File: src/shared/pcstack_pkg.sv
package pcstack_pkg;

  // Widths of the program counter and its parts.
  localparam int PC_W = 13;
  localparam int LOW_W = 8;
  localparam int LATCH_W = 5;
  localparam int FIELD_W = 11;
  localparam int STACK_DEPTH = 8;

  // Widths of the data addressing path.
  localparam int DATA_AW = 9;
  localparam int PTR_W = 8;
  localparam int DIRECT_W = 7;
  localparam int BANK_BIT_POS = 7;
  localparam logic [6:0] INDIRECT_ADDR = 7'h00;
  localparam logic [7:0] READ_ZERO = 8'h00;

  // Register offsets on the bus, byte addresses of aligned words.
  localparam int REG_AW = 8;
  localparam logic [7:0] OFF_COUNTER_LOW = 8'h00;
  localparam logic [7:0] OFF_HIGH_LATCH = 8'h04;
  localparam logic [7:0] OFF_POINTER = 8'h08;
  localparam logic [7:0] OFF_STATUS = 8'h0c;
  localparam logic [7:0] OFF_EFF_ADDR = 8'h10;

  // Reset values, increment step and default vector.
  localparam logic [12:0] PC_RESET = 13'h0000;
  localparam logic [12:0] PC_ONE = 13'h0001;
  localparam logic [12:0] VECTOR_DEFAULT = 13'h0004;
  localparam logic [4:0] LATCH_RESET = 5'h00;
  localparam logic [7:0] POINTER_RESET = 8'h00;
  localparam logic [8:0] EFF_RESET = 9'h000;

  // Bus encodings.
  localparam logic HRESP_OKAY = 1'b0;
  localparam logic [31:0] RDATA_ZERO = 32'h00000000;

  // Register bus slave states.
  typedef enum logic [2:0] {
    BUS_IDLE = 3'b001,
    BUS_READ = 3'b010,
    BUS_WRITE = 3'b100
  } bus_state_t;

endpackage

File: src/design/program_counter_stack_indirect.sv
// What this block does
// - Program counter is thirteen bits wide.
// - Low counter byte is readable and writable.
// - Software writes upper bits only through high latch.
// - Reset clears the whole program counter.
// - Low byte write loads upper five bits.
// - Call or jump takes latch bits four, three.
// - Eight entry, thirteen bit return stack.
// - Stack and its pointer invisible to software.
// - Call pushes counter plus one; interrupt vector pushes counter.
// - Returns of any kind pop the stack.
// - Push and pop leave high latch alone.
// - Stack wraps; ninth push overwrites first.
// - No overflow or underflow indication exists.
// - Indirect register redirects through the pointer.
// - Indirect read of itself returns zero.
// - Indirect write of itself stores nothing.
// - Address is bank bit above pointer.
`timescale 1ns/1ps
module program_counter_stack_indirect
  import pcstack_pkg::*;
#(
  parameter logic [PC_W-1:0] VECTOR_ADDR = VECTOR_DEFAULT
)
(
  // Clock and reset.
  input wire logic hclk,
  input wire logic hresetn,
  // Register bus, AHB-Lite slave.
  input wire logic hsel,
  input wire logic [31:0] haddr,
  input wire logic [1:0] htrans,
  input wire logic hwrite,
  input wire logic [2:0] hsize,
  input wire logic [31:0] hwdata,
  input wire logic hready,
  output logic [31:0] hrdata,
  output logic hreadyout,
  output logic hresp,
  // Program flow strobes from the sequencer.
  input wire logic flow_step,
  input wire logic flow_jump,
  input wire logic flow_call,
  input wire logic flow_return,
  input wire logic flow_vector,
  input wire logic [FIELD_W-1:0] flow_target,
  // Program counter to the fetch logic.
  output logic [PC_W-1:0] pc,
  // Data access request from the sequencer.
  input wire logic acc_valid,
  input wire logic acc_write,
  input wire logic [DATA_AW-1:0] acc_addr,
  input wire logic [LOW_W-1:0] acc_wdata,
  // Data memory side.
  output logic [DATA_AW-1:0] data_addr,
  output logic data_rd,
  output logic data_wr,
  output logic [LOW_W-1:0] data_wdata,
  input wire logic [LOW_W-1:0] mem_rdata,
  // Data access answer.
  output logic [LOW_W-1:0] acc_rdata,
  output logic acc_rdata_valid
);

  import pcstack_pkg::*;

  // Program counter and its software-visible neighbours.
  logic [PC_W-1:0] pc_r;
  logic [PC_W-1:0] pc_nxt;
  logic [LATCH_W-1:0] latch_r;
  logic [PTR_W-1:0] pointer_r;
  logic bank_r;
  logic [DATA_AW-1:0] eff_last_r;

  // Stack control.
  logic push_en;
  logic pop_en;
  logic [PC_W-1:0] push_val;
  logic [PC_W-1:0] pop_val;

  // Bus slave state.
  bus_state_t bus_state_r;
  logic [REG_AW-1:0] addr_r;
  logic [31:0] hrdata_r;
  logic hreadyout_r;
  logic hresp_r;
  logic addr_phase;
  logic wr_fire;
  logic [LOW_W-1:0] bus_byte;
  logic low_wr;
  logic [31:0] read_mux;

  // Data path state.
  logic [DATA_AW-1:0] eff_addr;
  logic self_ref;
  logic [DATA_AW-1:0] data_addr_r;
  logic data_rd_r;
  logic data_wr_r;
  logic [LOW_W-1:0] data_wdata_r;
  logic rd_stage_r;
  logic self_stage_r;
  logic [LOW_W-1:0] acc_rdata_r;
  logic acc_rdata_valid_r;

  // Return stack holding full counter values.
  pc_return_stack #(
    .DEPTH(STACK_DEPTH),
    .WIDTH(PC_W)
  ) u_stack (
    .hclk(hclk),
    .hresetn(hresetn),
    .push(push_en),
    .pop(pop_en),
    .push_data(push_val),
    .top_data(pop_val)
  );

  // Resolver for the indirect data address.
  indirect_resolve u_resolve (
    .req_addr(acc_addr),
    .pointer(pointer_r),
    .bank_bit(bank_r),
    .eff_addr(eff_addr),
    .self_ref(self_ref)
  );

  // Bus decode: a transfer is taken when selected, active and ready.
  assign addr_phase = hsel && hready && htrans[1];
  assign wr_fire = (bus_state_r == BUS_WRITE);
  assign bus_byte = hwdata[LOW_W-1:0];
  assign low_wr = wr_fire && (addr_r == OFF_COUNTER_LOW);

  // Next counter value; flow strobes outrank a bus write of the low byte,
  // which in turn replaces the plain increment as a computed jump.
  always_comb
  begin
    pc_nxt = pc_r;
    push_en = 1'b0;
    pop_en = 1'b0;
    push_val = pc_r;
    if (flow_vector)
    begin
      pc_nxt = VECTOR_ADDR;
      push_en = 1'b1;
      push_val = pc_r;
    end
    else if (flow_call)
    begin
      pc_nxt = {latch_r[4:3], flow_target};
      push_en = 1'b1;
      push_val = pc_r + PC_ONE;
    end
    else if (flow_jump)
    begin
      pc_nxt = {latch_r[4:3], flow_target};
    end
    else if (flow_return)
    begin
      pc_nxt = pop_val;
      pop_en = 1'b1;
    end
    else if (low_wr)
    begin
      pc_nxt = {latch_r, bus_byte};
    end
    else if (flow_step)
    begin
      pc_nxt = pc_r + PC_ONE;
    end
  end

  // Counter register, cleared by reset.
  always_ff @(posedge hclk or negedge hresetn)
  begin
    if (!hresetn)
      pc_r <= PC_RESET;
    else
      pc_r <= pc_nxt;
  end

  // High latch changes only by a bus write, never by the stack.
  always_ff @(posedge hclk or negedge hresetn)
  begin
    if (!hresetn)
      latch_r <= LATCH_RESET;
    else if (wr_fire && (addr_r == OFF_HIGH_LATCH))
      latch_r <= hwdata[LATCH_W-1:0];
  end

  // Pointer register for indirect access.
  always_ff @(posedge hclk or negedge hresetn)
  begin
    if (!hresetn)
      pointer_r <= POINTER_RESET;
    else if (wr_fire && (addr_r == OFF_POINTER))
      pointer_r <= bus_byte;
  end

  // Bank bit held at bit seven of the status word.
  always_ff @(posedge hclk or negedge hresetn)
  begin
    if (!hresetn)
      bank_r <= 1'b0;
    else if (wr_fire && (addr_r == OFF_STATUS))
      bank_r <= hwdata[BANK_BIT_POS];
  end

  // Read view of the registers; upper counter bits are never shown.
  always_comb
  begin
    read_mux = RDATA_ZERO;
    case (addr_r)
      OFF_COUNTER_LOW: read_mux[LOW_W-1:0] = pc_r[LOW_W-1:0];
      OFF_HIGH_LATCH: read_mux[LATCH_W-1:0] = latch_r;
      OFF_POINTER: read_mux[PTR_W-1:0] = pointer_r;
      OFF_STATUS: read_mux[BANK_BIT_POS] = bank_r;
      OFF_EFF_ADDR: read_mux[DATA_AW-1:0] = eff_last_r;
      default: read_mux = RDATA_ZERO;
    endcase
  end

  // Bus slave: writes finish with no wait, reads take one wait state so
  // a read right after a write sees the written value.
  always_ff @(posedge hclk or negedge hresetn)
  begin
    if (!hresetn)
    begin
      bus_state_r <= BUS_IDLE;
      addr_r <= '0;
      hrdata_r <= RDATA_ZERO;
      hreadyout_r <= 1'b1;
    end
    else
    begin
      case (bus_state_r)
        BUS_READ:
        begin
          hrdata_r <= read_mux;
          hreadyout_r <= 1'b1;
          bus_state_r <= BUS_IDLE;
        end
        BUS_IDLE, BUS_WRITE:
        begin
          if (addr_phase)
          begin
            addr_r <= haddr[REG_AW-1:0];
            hreadyout_r <= hwrite;
            bus_state_r <= hwrite ? BUS_WRITE : BUS_READ;
          end
          else
          begin
            bus_state_r <= BUS_IDLE;
          end
        end
        default:
        begin
          hreadyout_r <= 1'b1;
          bus_state_r <= BUS_IDLE;
        end
      endcase
    end
  end

  // Response is always OKAY; unmapped offsets read zero.
  always_ff @(posedge hclk or negedge hresetn)
  begin
    if (!hresetn)
      hresp_r <= HRESP_OKAY;
    else
      hresp_r <= HRESP_OKAY;
  end

  // Last resolved data address, kept for software to inspect.
  always_ff @(posedge hclk or negedge hresetn)
  begin
    if (!hresetn)
      eff_last_r <= EFF_RESET;
    else if (acc_valid)
      eff_last_r <= eff_addr;
  end

  // Memory strobes; a self-referencing access touches no storage.
  always_ff @(posedge hclk or negedge hresetn)
  begin
    if (!hresetn)
    begin
      data_addr_r <= EFF_RESET;
      data_rd_r <= 1'b0;
      data_wr_r <= 1'b0;
      data_wdata_r <= READ_ZERO;
    end
    else
    begin
      data_rd_r <= acc_valid && !acc_write && !self_ref;
      data_wr_r <= acc_valid && acc_write && !self_ref;
      if (acc_valid)
      begin
        data_addr_r <= eff_addr;
        data_wdata_r <= acc_wdata;
      end
    end
  end

  // Read answer one cycle after the memory strobe.
  always_ff @(posedge hclk or negedge hresetn)
  begin
    if (!hresetn)
    begin
      rd_stage_r <= 1'b0;
      self_stage_r <= 1'b0;
      acc_rdata_r <= READ_ZERO;
      acc_rdata_valid_r <= 1'b0;
    end
    else
    begin
      rd_stage_r <= acc_valid && !acc_write;
      self_stage_r <= self_ref;
      acc_rdata_valid_r <= rd_stage_r;
      if (rd_stage_r)
        acc_rdata_r <= self_stage_r ? READ_ZERO : mem_rdata;
    end
  end

  // Outputs straight from flip-flops.
  assign pc = pc_r;
  assign hrdata = hrdata_r;
  assign hreadyout = hreadyout_r;
  assign hresp = hresp_r;
  assign data_addr = data_addr_r;
  assign data_rd = data_rd_r;
  assign data_wr = data_wr_r;
  assign data_wdata = data_wdata_r;
  assign acc_rdata = acc_rdata_r;
  assign acc_rdata_valid = acc_rdata_valid_r;

endmodule

File: src/design/pc_return_stack.sv
`timescale 1ns/1ps
module pc_return_stack
  import pcstack_pkg::*;
#(
  parameter int DEPTH = STACK_DEPTH,
  parameter int WIDTH = PC_W
)
(
  // Clock and reset.
  input wire logic hclk,
  input wire logic hresetn,
  // Stack operations.
  input wire logic push,
  input wire logic pop,
  input wire logic [WIDTH-1:0] push_data,
  output logic [WIDTH-1:0] top_data
);

  localparam int PW = $clog2(DEPTH);
  localparam logic [PW-1:0] PTR_ONE = 1;

  logic [WIDTH-1:0] entry_mem [DEPTH];
  logic [PW-1:0] ptr_r;

  // Most recently pushed entry sits one below the pointer.
  assign top_data = entry_mem[ptr_r - PTR_ONE];

  // Pointer wraps around, so a ninth push lands on the first slot.
  always_ff @(posedge hclk or negedge hresetn)
  begin
    if (!hresetn)
      ptr_r <= '0;
    else if (push)
      ptr_r <= ptr_r + PTR_ONE;
    else if (pop)
      ptr_r <= ptr_r - PTR_ONE;
  end

  // Storage has no address in any space and no overflow flag.
  always_ff @(posedge hclk)
  begin
    if (push)
      entry_mem[ptr_r] <= push_data;
  end

endmodule

File: src/design/indirect_resolve.sv
`timescale 1ns/1ps
module indirect_resolve
  import pcstack_pkg::*;
(
  // Requested direct address and pointer state.
  input wire logic [DATA_AW-1:0] req_addr,
  input wire logic [PTR_W-1:0] pointer,
  input wire logic bank_bit,
  // Resolved location.
  output logic [DATA_AW-1:0] eff_addr,
  output logic self_ref
);

  logic hits_indirect;

  // The indirect register has no storage; it redirects to the pointer.
  assign hits_indirect = (req_addr[DIRECT_W-1:0] == INDIRECT_ADDR);

  // Bank bit sits above the pointer to form the 9-bit address.
  assign eff_addr = hits_indirect ? {bank_bit, pointer} : req_addr;

  // A pointer aimed back at the indirect register reaches nothing.
  assign self_ref = hits_indirect &&
                    (pointer[DIRECT_W-1:0] == INDIRECT_ADDR);

endmodule

File: config.mk
export PLATFORM = sky130hd
export DESIGN_NAME = program_counter_stack_indirect
export DESIGN_NICKNAME = d
export VERILOG_FILES = /design/src/shared/pcstack_pkg.sv /design/src/design/program_counter_stack_indirect.sv /design/src/design/pc_return_stack.sv /design/src/design/indirect_resolve.sv
export SDC_FILE = /design/constraint.sdc
export NUM_CORES = 1
export LEC_CHECK = 0
export BUFFER_PORTS_ARGS = -buffer_cell sky130_fd_sc_hd__buf_2
export CAP_MARGIN = 40
export CORE_MARGIN = 10
export CORE_UTILIZATION = 51
export CTS_BUF_LIST = sky130_fd_sc_hd__clkbuf_4 sky130_fd_sc_hd__clkbuf_8
export CTS_CLUSTER_DIAMETER = 120
export CTS_CLUSTER_SIZE = 24
export DETAILED_ROUTE_END_ITERATION = 10
export PLACE_DENSITY = 0.79
export SYNTH_ARGS = -nofsm -noshare
export SYNTH_HDL_FRONTEND = slang
export SYNTH_SLANG_ARGS = --single-unit
File: constraint.sdc
create_clock -name hclk -period 2.75 [get_ports hclk]
set_input_delay 0.1375 -clock hclk [delete_from_list [all_inputs] [get_ports hclk]]
set_output_delay 0.1375 -clock hclk [all_outputs]
set_load 0.01 [all_outputs]
==> flow_metrics.tcl, run 1 <==
set metrics [dict create \
    antenna_found_initial 1 \
    dpl.hpwl_um 15400 \
    drive_gt1_share_pct 31.9 \
    globalRouteTotalUtil_pct 19.7 \
    fillers 1211 \
    cp-end-kind "register" \
    area_growth_pct 20.4 \
    synth-async-reset-ratio_pct 43.8 \
    drt_iter0_markers 440 \
    skew_ns 0.0184 \
    grt_max_degree 70 \
    hp-class "input pin to register" \
    clk_transition_reported_paths_ns 0.09 \
    final_cells 1004 \
    via_count 5829 \
    synthFlopType "edfxtp_1" \
    synth_mux_area_share_pct 13.8 \
    synth_xor_area_share_pct 2.40 \
    hold_viol 0 \
    grt_pass1_vias 5958 \
    cellPowerDensity_mw_per_mm2 798 \
    cts_tree "done" \
    core_area_mm2 0.0160 \
    wl_um 21800 \
    numCtsBuffers 17 \
    crit_type "register to register" \
    fin_nets 895 \
    synth_top_family_by_area "multiplexers" \
    port-buffer-count 115 \
    finalCritPeriodShare_pct 89.7 \
    antenna_left 0 \
    total_power_w 0.00807 \
    rrSetupSlack_ns 0.28 \
    drtPass1Iterations 5 \
    cts.sinks 185 \
    ios 192 \
    cp.required_ns 2.93 \
    antennaDiodeCount 0 \
    dieArea_mm2 0.0220 \
    gp_congestion 0.879 \
    synthSimpleGateAreaFrac_pct 8.87 \
    synthDistinctLibCells 65 \
    rsz0062_at_grt "no" \
    ir_drop_mv 0.659 \
    drt-wirelength-per-cell_um 21.7 \
    place_inst 924 \
    drc 0 \
    outcome "complete, no violations" \
    worstSkewPairLatency_ns 0.46 \
    synth_adder_area_share_pct 0.566 \
    syn_area_per_cell_um2 14.1 \
    viasPerCell 5.81 \
    worst_slew_pin_slew_ns 0.805 \
    cts_root_buffer "clkbuf_8" \
    rows 46 \
    synth_cells 595 \
    setup_violations 0 \
    htreeDepth 4 \
    syn_area_mm2 0.00841 \
    fin_crit_ns 2.47 \
    start_util_pct 52.5 \
    cp_max_fo 8 \
    drv_slew 0 \
    tns_ns 0 \
    yosysSeqAreaShare_pct 61.3 \
    fp.dieH_um 148 \
    synth-compound-area-share_pct 8.22 \
    synth_edf_count 104 \
    maxCapViolCount 0 \
    fmax_ghz 0.406 \
    arrival_ns 2.65 \
    relSlewSlack_pct 46.0 \
    clk_path_buf_depth 2 \
    ys_warn_count 0 \
    p_leak_nw 4.08 \
    grt_pass1_wl_um 34100 \
    gr-total-overflow 0 \
    cp-start-kind "register" \
    die_w_um 148 \
    yosys_register_bits 185 \
    postCtsSetupBuffers 0 \
]
power breakdown:
part | switching (W) | internal (W)
clock | 0.000984 | 0.000839
sequential | 0.000226 | 0.00346
combinational | 0.00136 | 0.00121
layout make-up:
| class | instances | area [um2] | share of cell area [%] |
|---|---|---|---|
| tap | 216 | 270 | 2.67 |
| clock inverter | 14 | 159 | 1.57 |
| inverter | 22 | 82.6 | 0.816 |
| timing repair buffer | 188 | 1280 | 12.6 |
| multi-input combinational | 361 | 2940 | 29.0 |
| clock buffer | 18 | 241 | 2.39 |
| sequential | 185 | 5150 | 50.9 |
final timing paths:
check	startpoint	endpoint	cells after the start
min in group asynchronous	hresetn	bus_state_r[2]	2
max in group asynchronous	hresetn	data_wdata[2]	3
hold reg to reg	hrdata[7]	hrdata[7]	2
setup reg to reg	pc[4]	u_stack.entry_mem[7][9]	4
hold / removal	acc_addr[8]	data_addr[8]	3
setup / recovery	pc[4]	u_stack.entry_mem[7][9]	4
cells in the mapped netlist (all sizes together) (5+ instances only):
cell type / instances / share of area (%)
edfxtp: 104 / 37
dfrtp: 79 / 24
nor2: 41 / 1.8
mux2: 36 / 5.2
buf: 32 / 3.0
mux4: 26 / 7.0
a21oi: 24 / 1.4
nand2: 21 / 0.94
o21ai: 21 / 1.3
inv: 20 / 0.89
clkbuf: 18 / 0.80
nor3: 17 / 1.2
a22o: 15 / 1.6
mux2i: 14 / 1.7
xnor2: 13 / 1.4
nand3b: 10 / 0.89
nor4: 10 / 1.1
xor2: 10 / 1.0
nand3: 7 / 0.42
a221o: 5 / 0.60
per-layer routing:
| layer | vias up | share of wire, % | global-route usage (%) |
|---|---|---|---|
| met5 | - | 0 | 0 |
| met2 | 330 | 49 | 32.4 |
| met3 | 25 | 10 | 6.16 |
| li1 | 2565 | - | - |
| met4 | 0 | 1.5 | 5.30 |
| met1 | 2909 | 39 | 24.7 |
cell usage in the layout (no fill, tap or decap), drive strengths merged, types with 17 or more instances in the layout:
cell type,synthesis,routed
inv,20,26
buf,32,140
a21oi,24,24
nand2,21,21
dlygate4sd3,0,48
o21ai,21,21
nor3,17,17
conb,1,24
nor2,41,41
clkbuf,18,18
edfxtp,104,104
mux4,26,26
mux2,36,36
dfrtp,79,79
critical path, stage by stage, from the launching register on:
cell      delay [ns]
dfrtp_1         0.50
clkinv_1        0.28
or3_1           0.53
nor3_1          0.36
xor2_1          0.52
flip-flops by register name, summed over array words and instances (netlist names):
name and flops:
acc_rdata 8, acc_rdata_valid 1, addr_r 8, bank_r 1, bus_state_r 3, data_addr 9, data_rd 1, data_wdata 8
data_wr 1, hrdata 9, hreadyout 1, latch_r 5, pc 13, pointer_r 8, rd_stage_r 1, self_stage_r 1
u_stack.entry_mem 104, u_stack.ptr_r 3
what timing repair did:
| item | in CTS | in global routing |
|---|---|---|
| resized for setup | 0 | 0 |
| hold buffers | 47 | 1 |
| endpoints found under the hold margin | 137 | 1 |
through the flow:
| stage | worst slack [ns] | utilization (%) | hold slack (ns) | instance area [um2] |
|---|---|---|---|---|
| floorplan | 0.0465 | - | -0.158 | 8490 |
| global placement | 0.430 | 57.6 | 0.313 | 9210 |
| detailed placement | 0.384 | 57.7 | -0.000198 | 9240 |
| CTS | 0.350 | 63.2 | 0.000262 | 10100 |
| global route | 0.199 | 63.3 | 0.0228 | 10100 |
| finish | 0.285 | 63.3 | 0.0301 | 10100 |
cells by family (layout without fill, tap and decap cells):
| kind of cell | Yosys count | in the layout |
|---|---|---|
| AO/OA/AOI/OAI | 99 | 99 |
| XOR/XNOR | 23 | 23 |
| adder cells (fa/ha/maj) | 4 | 4 |
| buffers and inverters | 72 | 242 |
| flip-flops | 185 | 185 |
| multiplexers | 76 | 76 |
| other | 1 | 24 |
| AND/OR/NAND/NOR | 135 | 135 |
Power figures use the tool's default switching activity.
==> inputs of run 2 (changes only) <==
--- a/config.mk
+++ b/config.mk
@@ -9,3 +9,3 @@
 export CAP_MARGIN = 40
-export CORE_MARGIN = 10
+export CORE_MARGIN = 1.5
 export CORE_UTILIZATION = 51
--- a/constraint.sdc
+++ b/constraint.sdc
@@ -3,2 +3,2 @@
 set_output_delay 0.1375 -clock hclk [all_outputs]
-set_load 0.01 [all_outputs]
+set_load 0.02 [all_outputs]
==> flow_metrics.tcl, run 2 (synthesized netlist as in run 1, its figures left out) <==
set metrics [dict create \
    outcome "complete, no violations" \
    rsz0062_at_grt "no" \
    tns_ns 0 \
    grt_max_degree 69 \
    skew_ns 0.0117 \
    antennaDiodeCount 0 \
    final_cell_mix "buf_2 (114), edfxtp_1 (104), dfrtp_1 (79), dlygate4sd3_1 (51), nor2_1 (41)" \
    cp_max_fo 12 \
    crit_type "register to register" \
    wl_um 20400 \
    crit_family "multiplexers" \
    area.sequential_mm2 0.00515 \
    p_int_w 0.00531 \
    power_frac_seq_pct 47.0 \
    clk_transition_reported_paths_ns 0.09 \
    maxCapViolCount 0 \
    numCtsBuffers 17 \
    drtPass1Iterations 5 \
    viasPerCell 5.82 \
    htreeDepth 4 \
    grt_pass1_vias 5788 \
    core_area_mm2 0.0160 \
    crit_chain "inv_1 -> ha_1 -> mux4_2 -> mux2_2 -> a21oi_1 -> o31ai_1 -> a22o_1" \
    hp-start "flow_vector" \
    worstSkewPairLatency_ns 0.47 \
    drt-wirelength-per-cell_um 20.3 \
    dieArea_mm2 0.0173 \
    ir_drop_mv 0.553 \
    area_growth_pct 19.6 \
    swShare_pct 32.3 \
    arrival_ns 2.88 \
    clkPwrFrac_pct 19.8 \
    regMostFlops "u_stack.entry_mem" \
    gp_congestion 0.912 \
    start_util_pct 52.5 \
    globalRouteTotalUtil_pct 24.5 \
    via_count 5842 \
    r2r-start "u_stack.ptr_r[1]" \
    fillers 1187 \
    cellPowerDensity_mw_per_mm2 780 \
    fmax_ghz 0.398 \
    drv_slew 0 \
    antenna_found_initial 0 \
    p_comb_share_pct 33.2 \
    fin_crit_ns 2.51 \
    port-buffer-count 115 \
    fin_nets 894 \
    fin_util_pct 62.9 \
    path_buf_inv 1 \
    crit_slowest_cell "ha_1" \
    max_stage_delay_ns 0.66 \
    largest_reg_flops 104 \
    antenna_left 0 \
    cts.sinks 185 \
    rrSetupSlack_ns 0.24 \
    ios 192 \
    cp-end-kind "register" \
    clk_path_buf_depth 2 \
    cp-start-kind "register" \
    drc 0 \
    grt_pass1_wl_um 32300 \
    cts_tree "done" \
    multi_input_area_mm2 0.00295 \
    rows 46 \
    finalCritPeriodShare_pct 91.3 \
    dpl.hpwl_um 13800 \
    cp-startpoint "u_stack.ptr_r[1]" \
    cp.required_ns 3.12 \
    relSlewSlack_pct 51.8 \
    setup_violations 0 \
    cts_root_buffer "clkbuf_8" \
    hp-class "input pin to register" \
    p_sw_w 0.00253 \
    worst_slew_pin_slew_ns 0.720 \
    drt_iter0_markers 480 \
    die_w_um 131 \
    fp.dieH_um 131 \
    layout_commonest_cell "buf_2" \
    drive_gt1_share_pct 31.3 \
    gr-total-overflow 0 \
    p_leak_nw 4.04 \
    hold_viol 0 \
]
-- run 2: worst reg2reg max path, cell delays in order, from the launching register on --
cell     delay (ns)
dfrtp_1        0.45
inv_1          0.11
ha_1           0.66
mux4_2         0.40
mux2_2         0.28
a21oi_1        0.21
o31ai_1        0.11
a22o_1         0.19
-- run 2: path summary, 6_finish.rpt --
check / endpoint / cells after the start
setup / recovery: pc[5] / 7
hold reg to reg: hrdata[7] / 2
min in group asynchronous: addr_r[4] / 2
max in group asynchronous: data_wdata[3] / 3
hold / removal: pc[8] / 2
setup reg to reg: pc[5] / 7
-- run 2: per-layer routing --
layer	global-route usage, %	share of wire, %	up-vias
met4	10.3	3.2	0
met2	38.6	47	347
met3	5.52	8.9	41
met1	33.1	41	2893
met5	0	0	-
li1	-	-	2561
-- run 2: what timing repair did --
action,CTS,global route
hold buffers,51,0
endpoints found under the setup margin,0,16
hold endpoints to repair,141,0
buffers inserted,0,0
gates resized for setup,0,2
-- run 2: final cells by class --
cell class                 count  area share, %
multi-input combinational    361           29.3
tap                          216           2.69
clock inverter                11          0.572
sequential                   185           51.2
inverter                      22          0.821
clock buffer                  21           2.63
timing repair buffer         187           12.7
-- run 2: power groups by stage --
stage          Clock, W  Sequential (W)  Combinational [W]
5_1_grt         0.00168         0.00373            0.00281
2_1_floorplan         0         0.00377            0.00170
4_1_cts         0.00157         0.00368            0.00264
3_5_place_dp          0         0.00374            0.00258
6_report        0.00155         0.00369            0.00261
3_3_place_gp          0         0.00370            0.00250
-- run 2: through the flow --
stage | area [um2] | setup WS, ns | total power (W) | hold WS [ns] | std cells
6_report | 10100 | 0.240 | 0.00785 | 0.0499 | 1003
4_1_cts | 10000 | 0.252 | 0.00790 | 0.0140 | 1003
5_1_grt | 10100 | 0.0226 | 0.00822 | 0.0312 | 1003
3_5_place_dp | 9210 | 0.265 | 0.00632 | 0.00533 | 920
3_3_place_gp | 9180 | 0.364 | 0.00620 | 0.324 | 919
2_1_floorplan | 8490 | 0.0465 | 0.00547 | -0.158 | 618
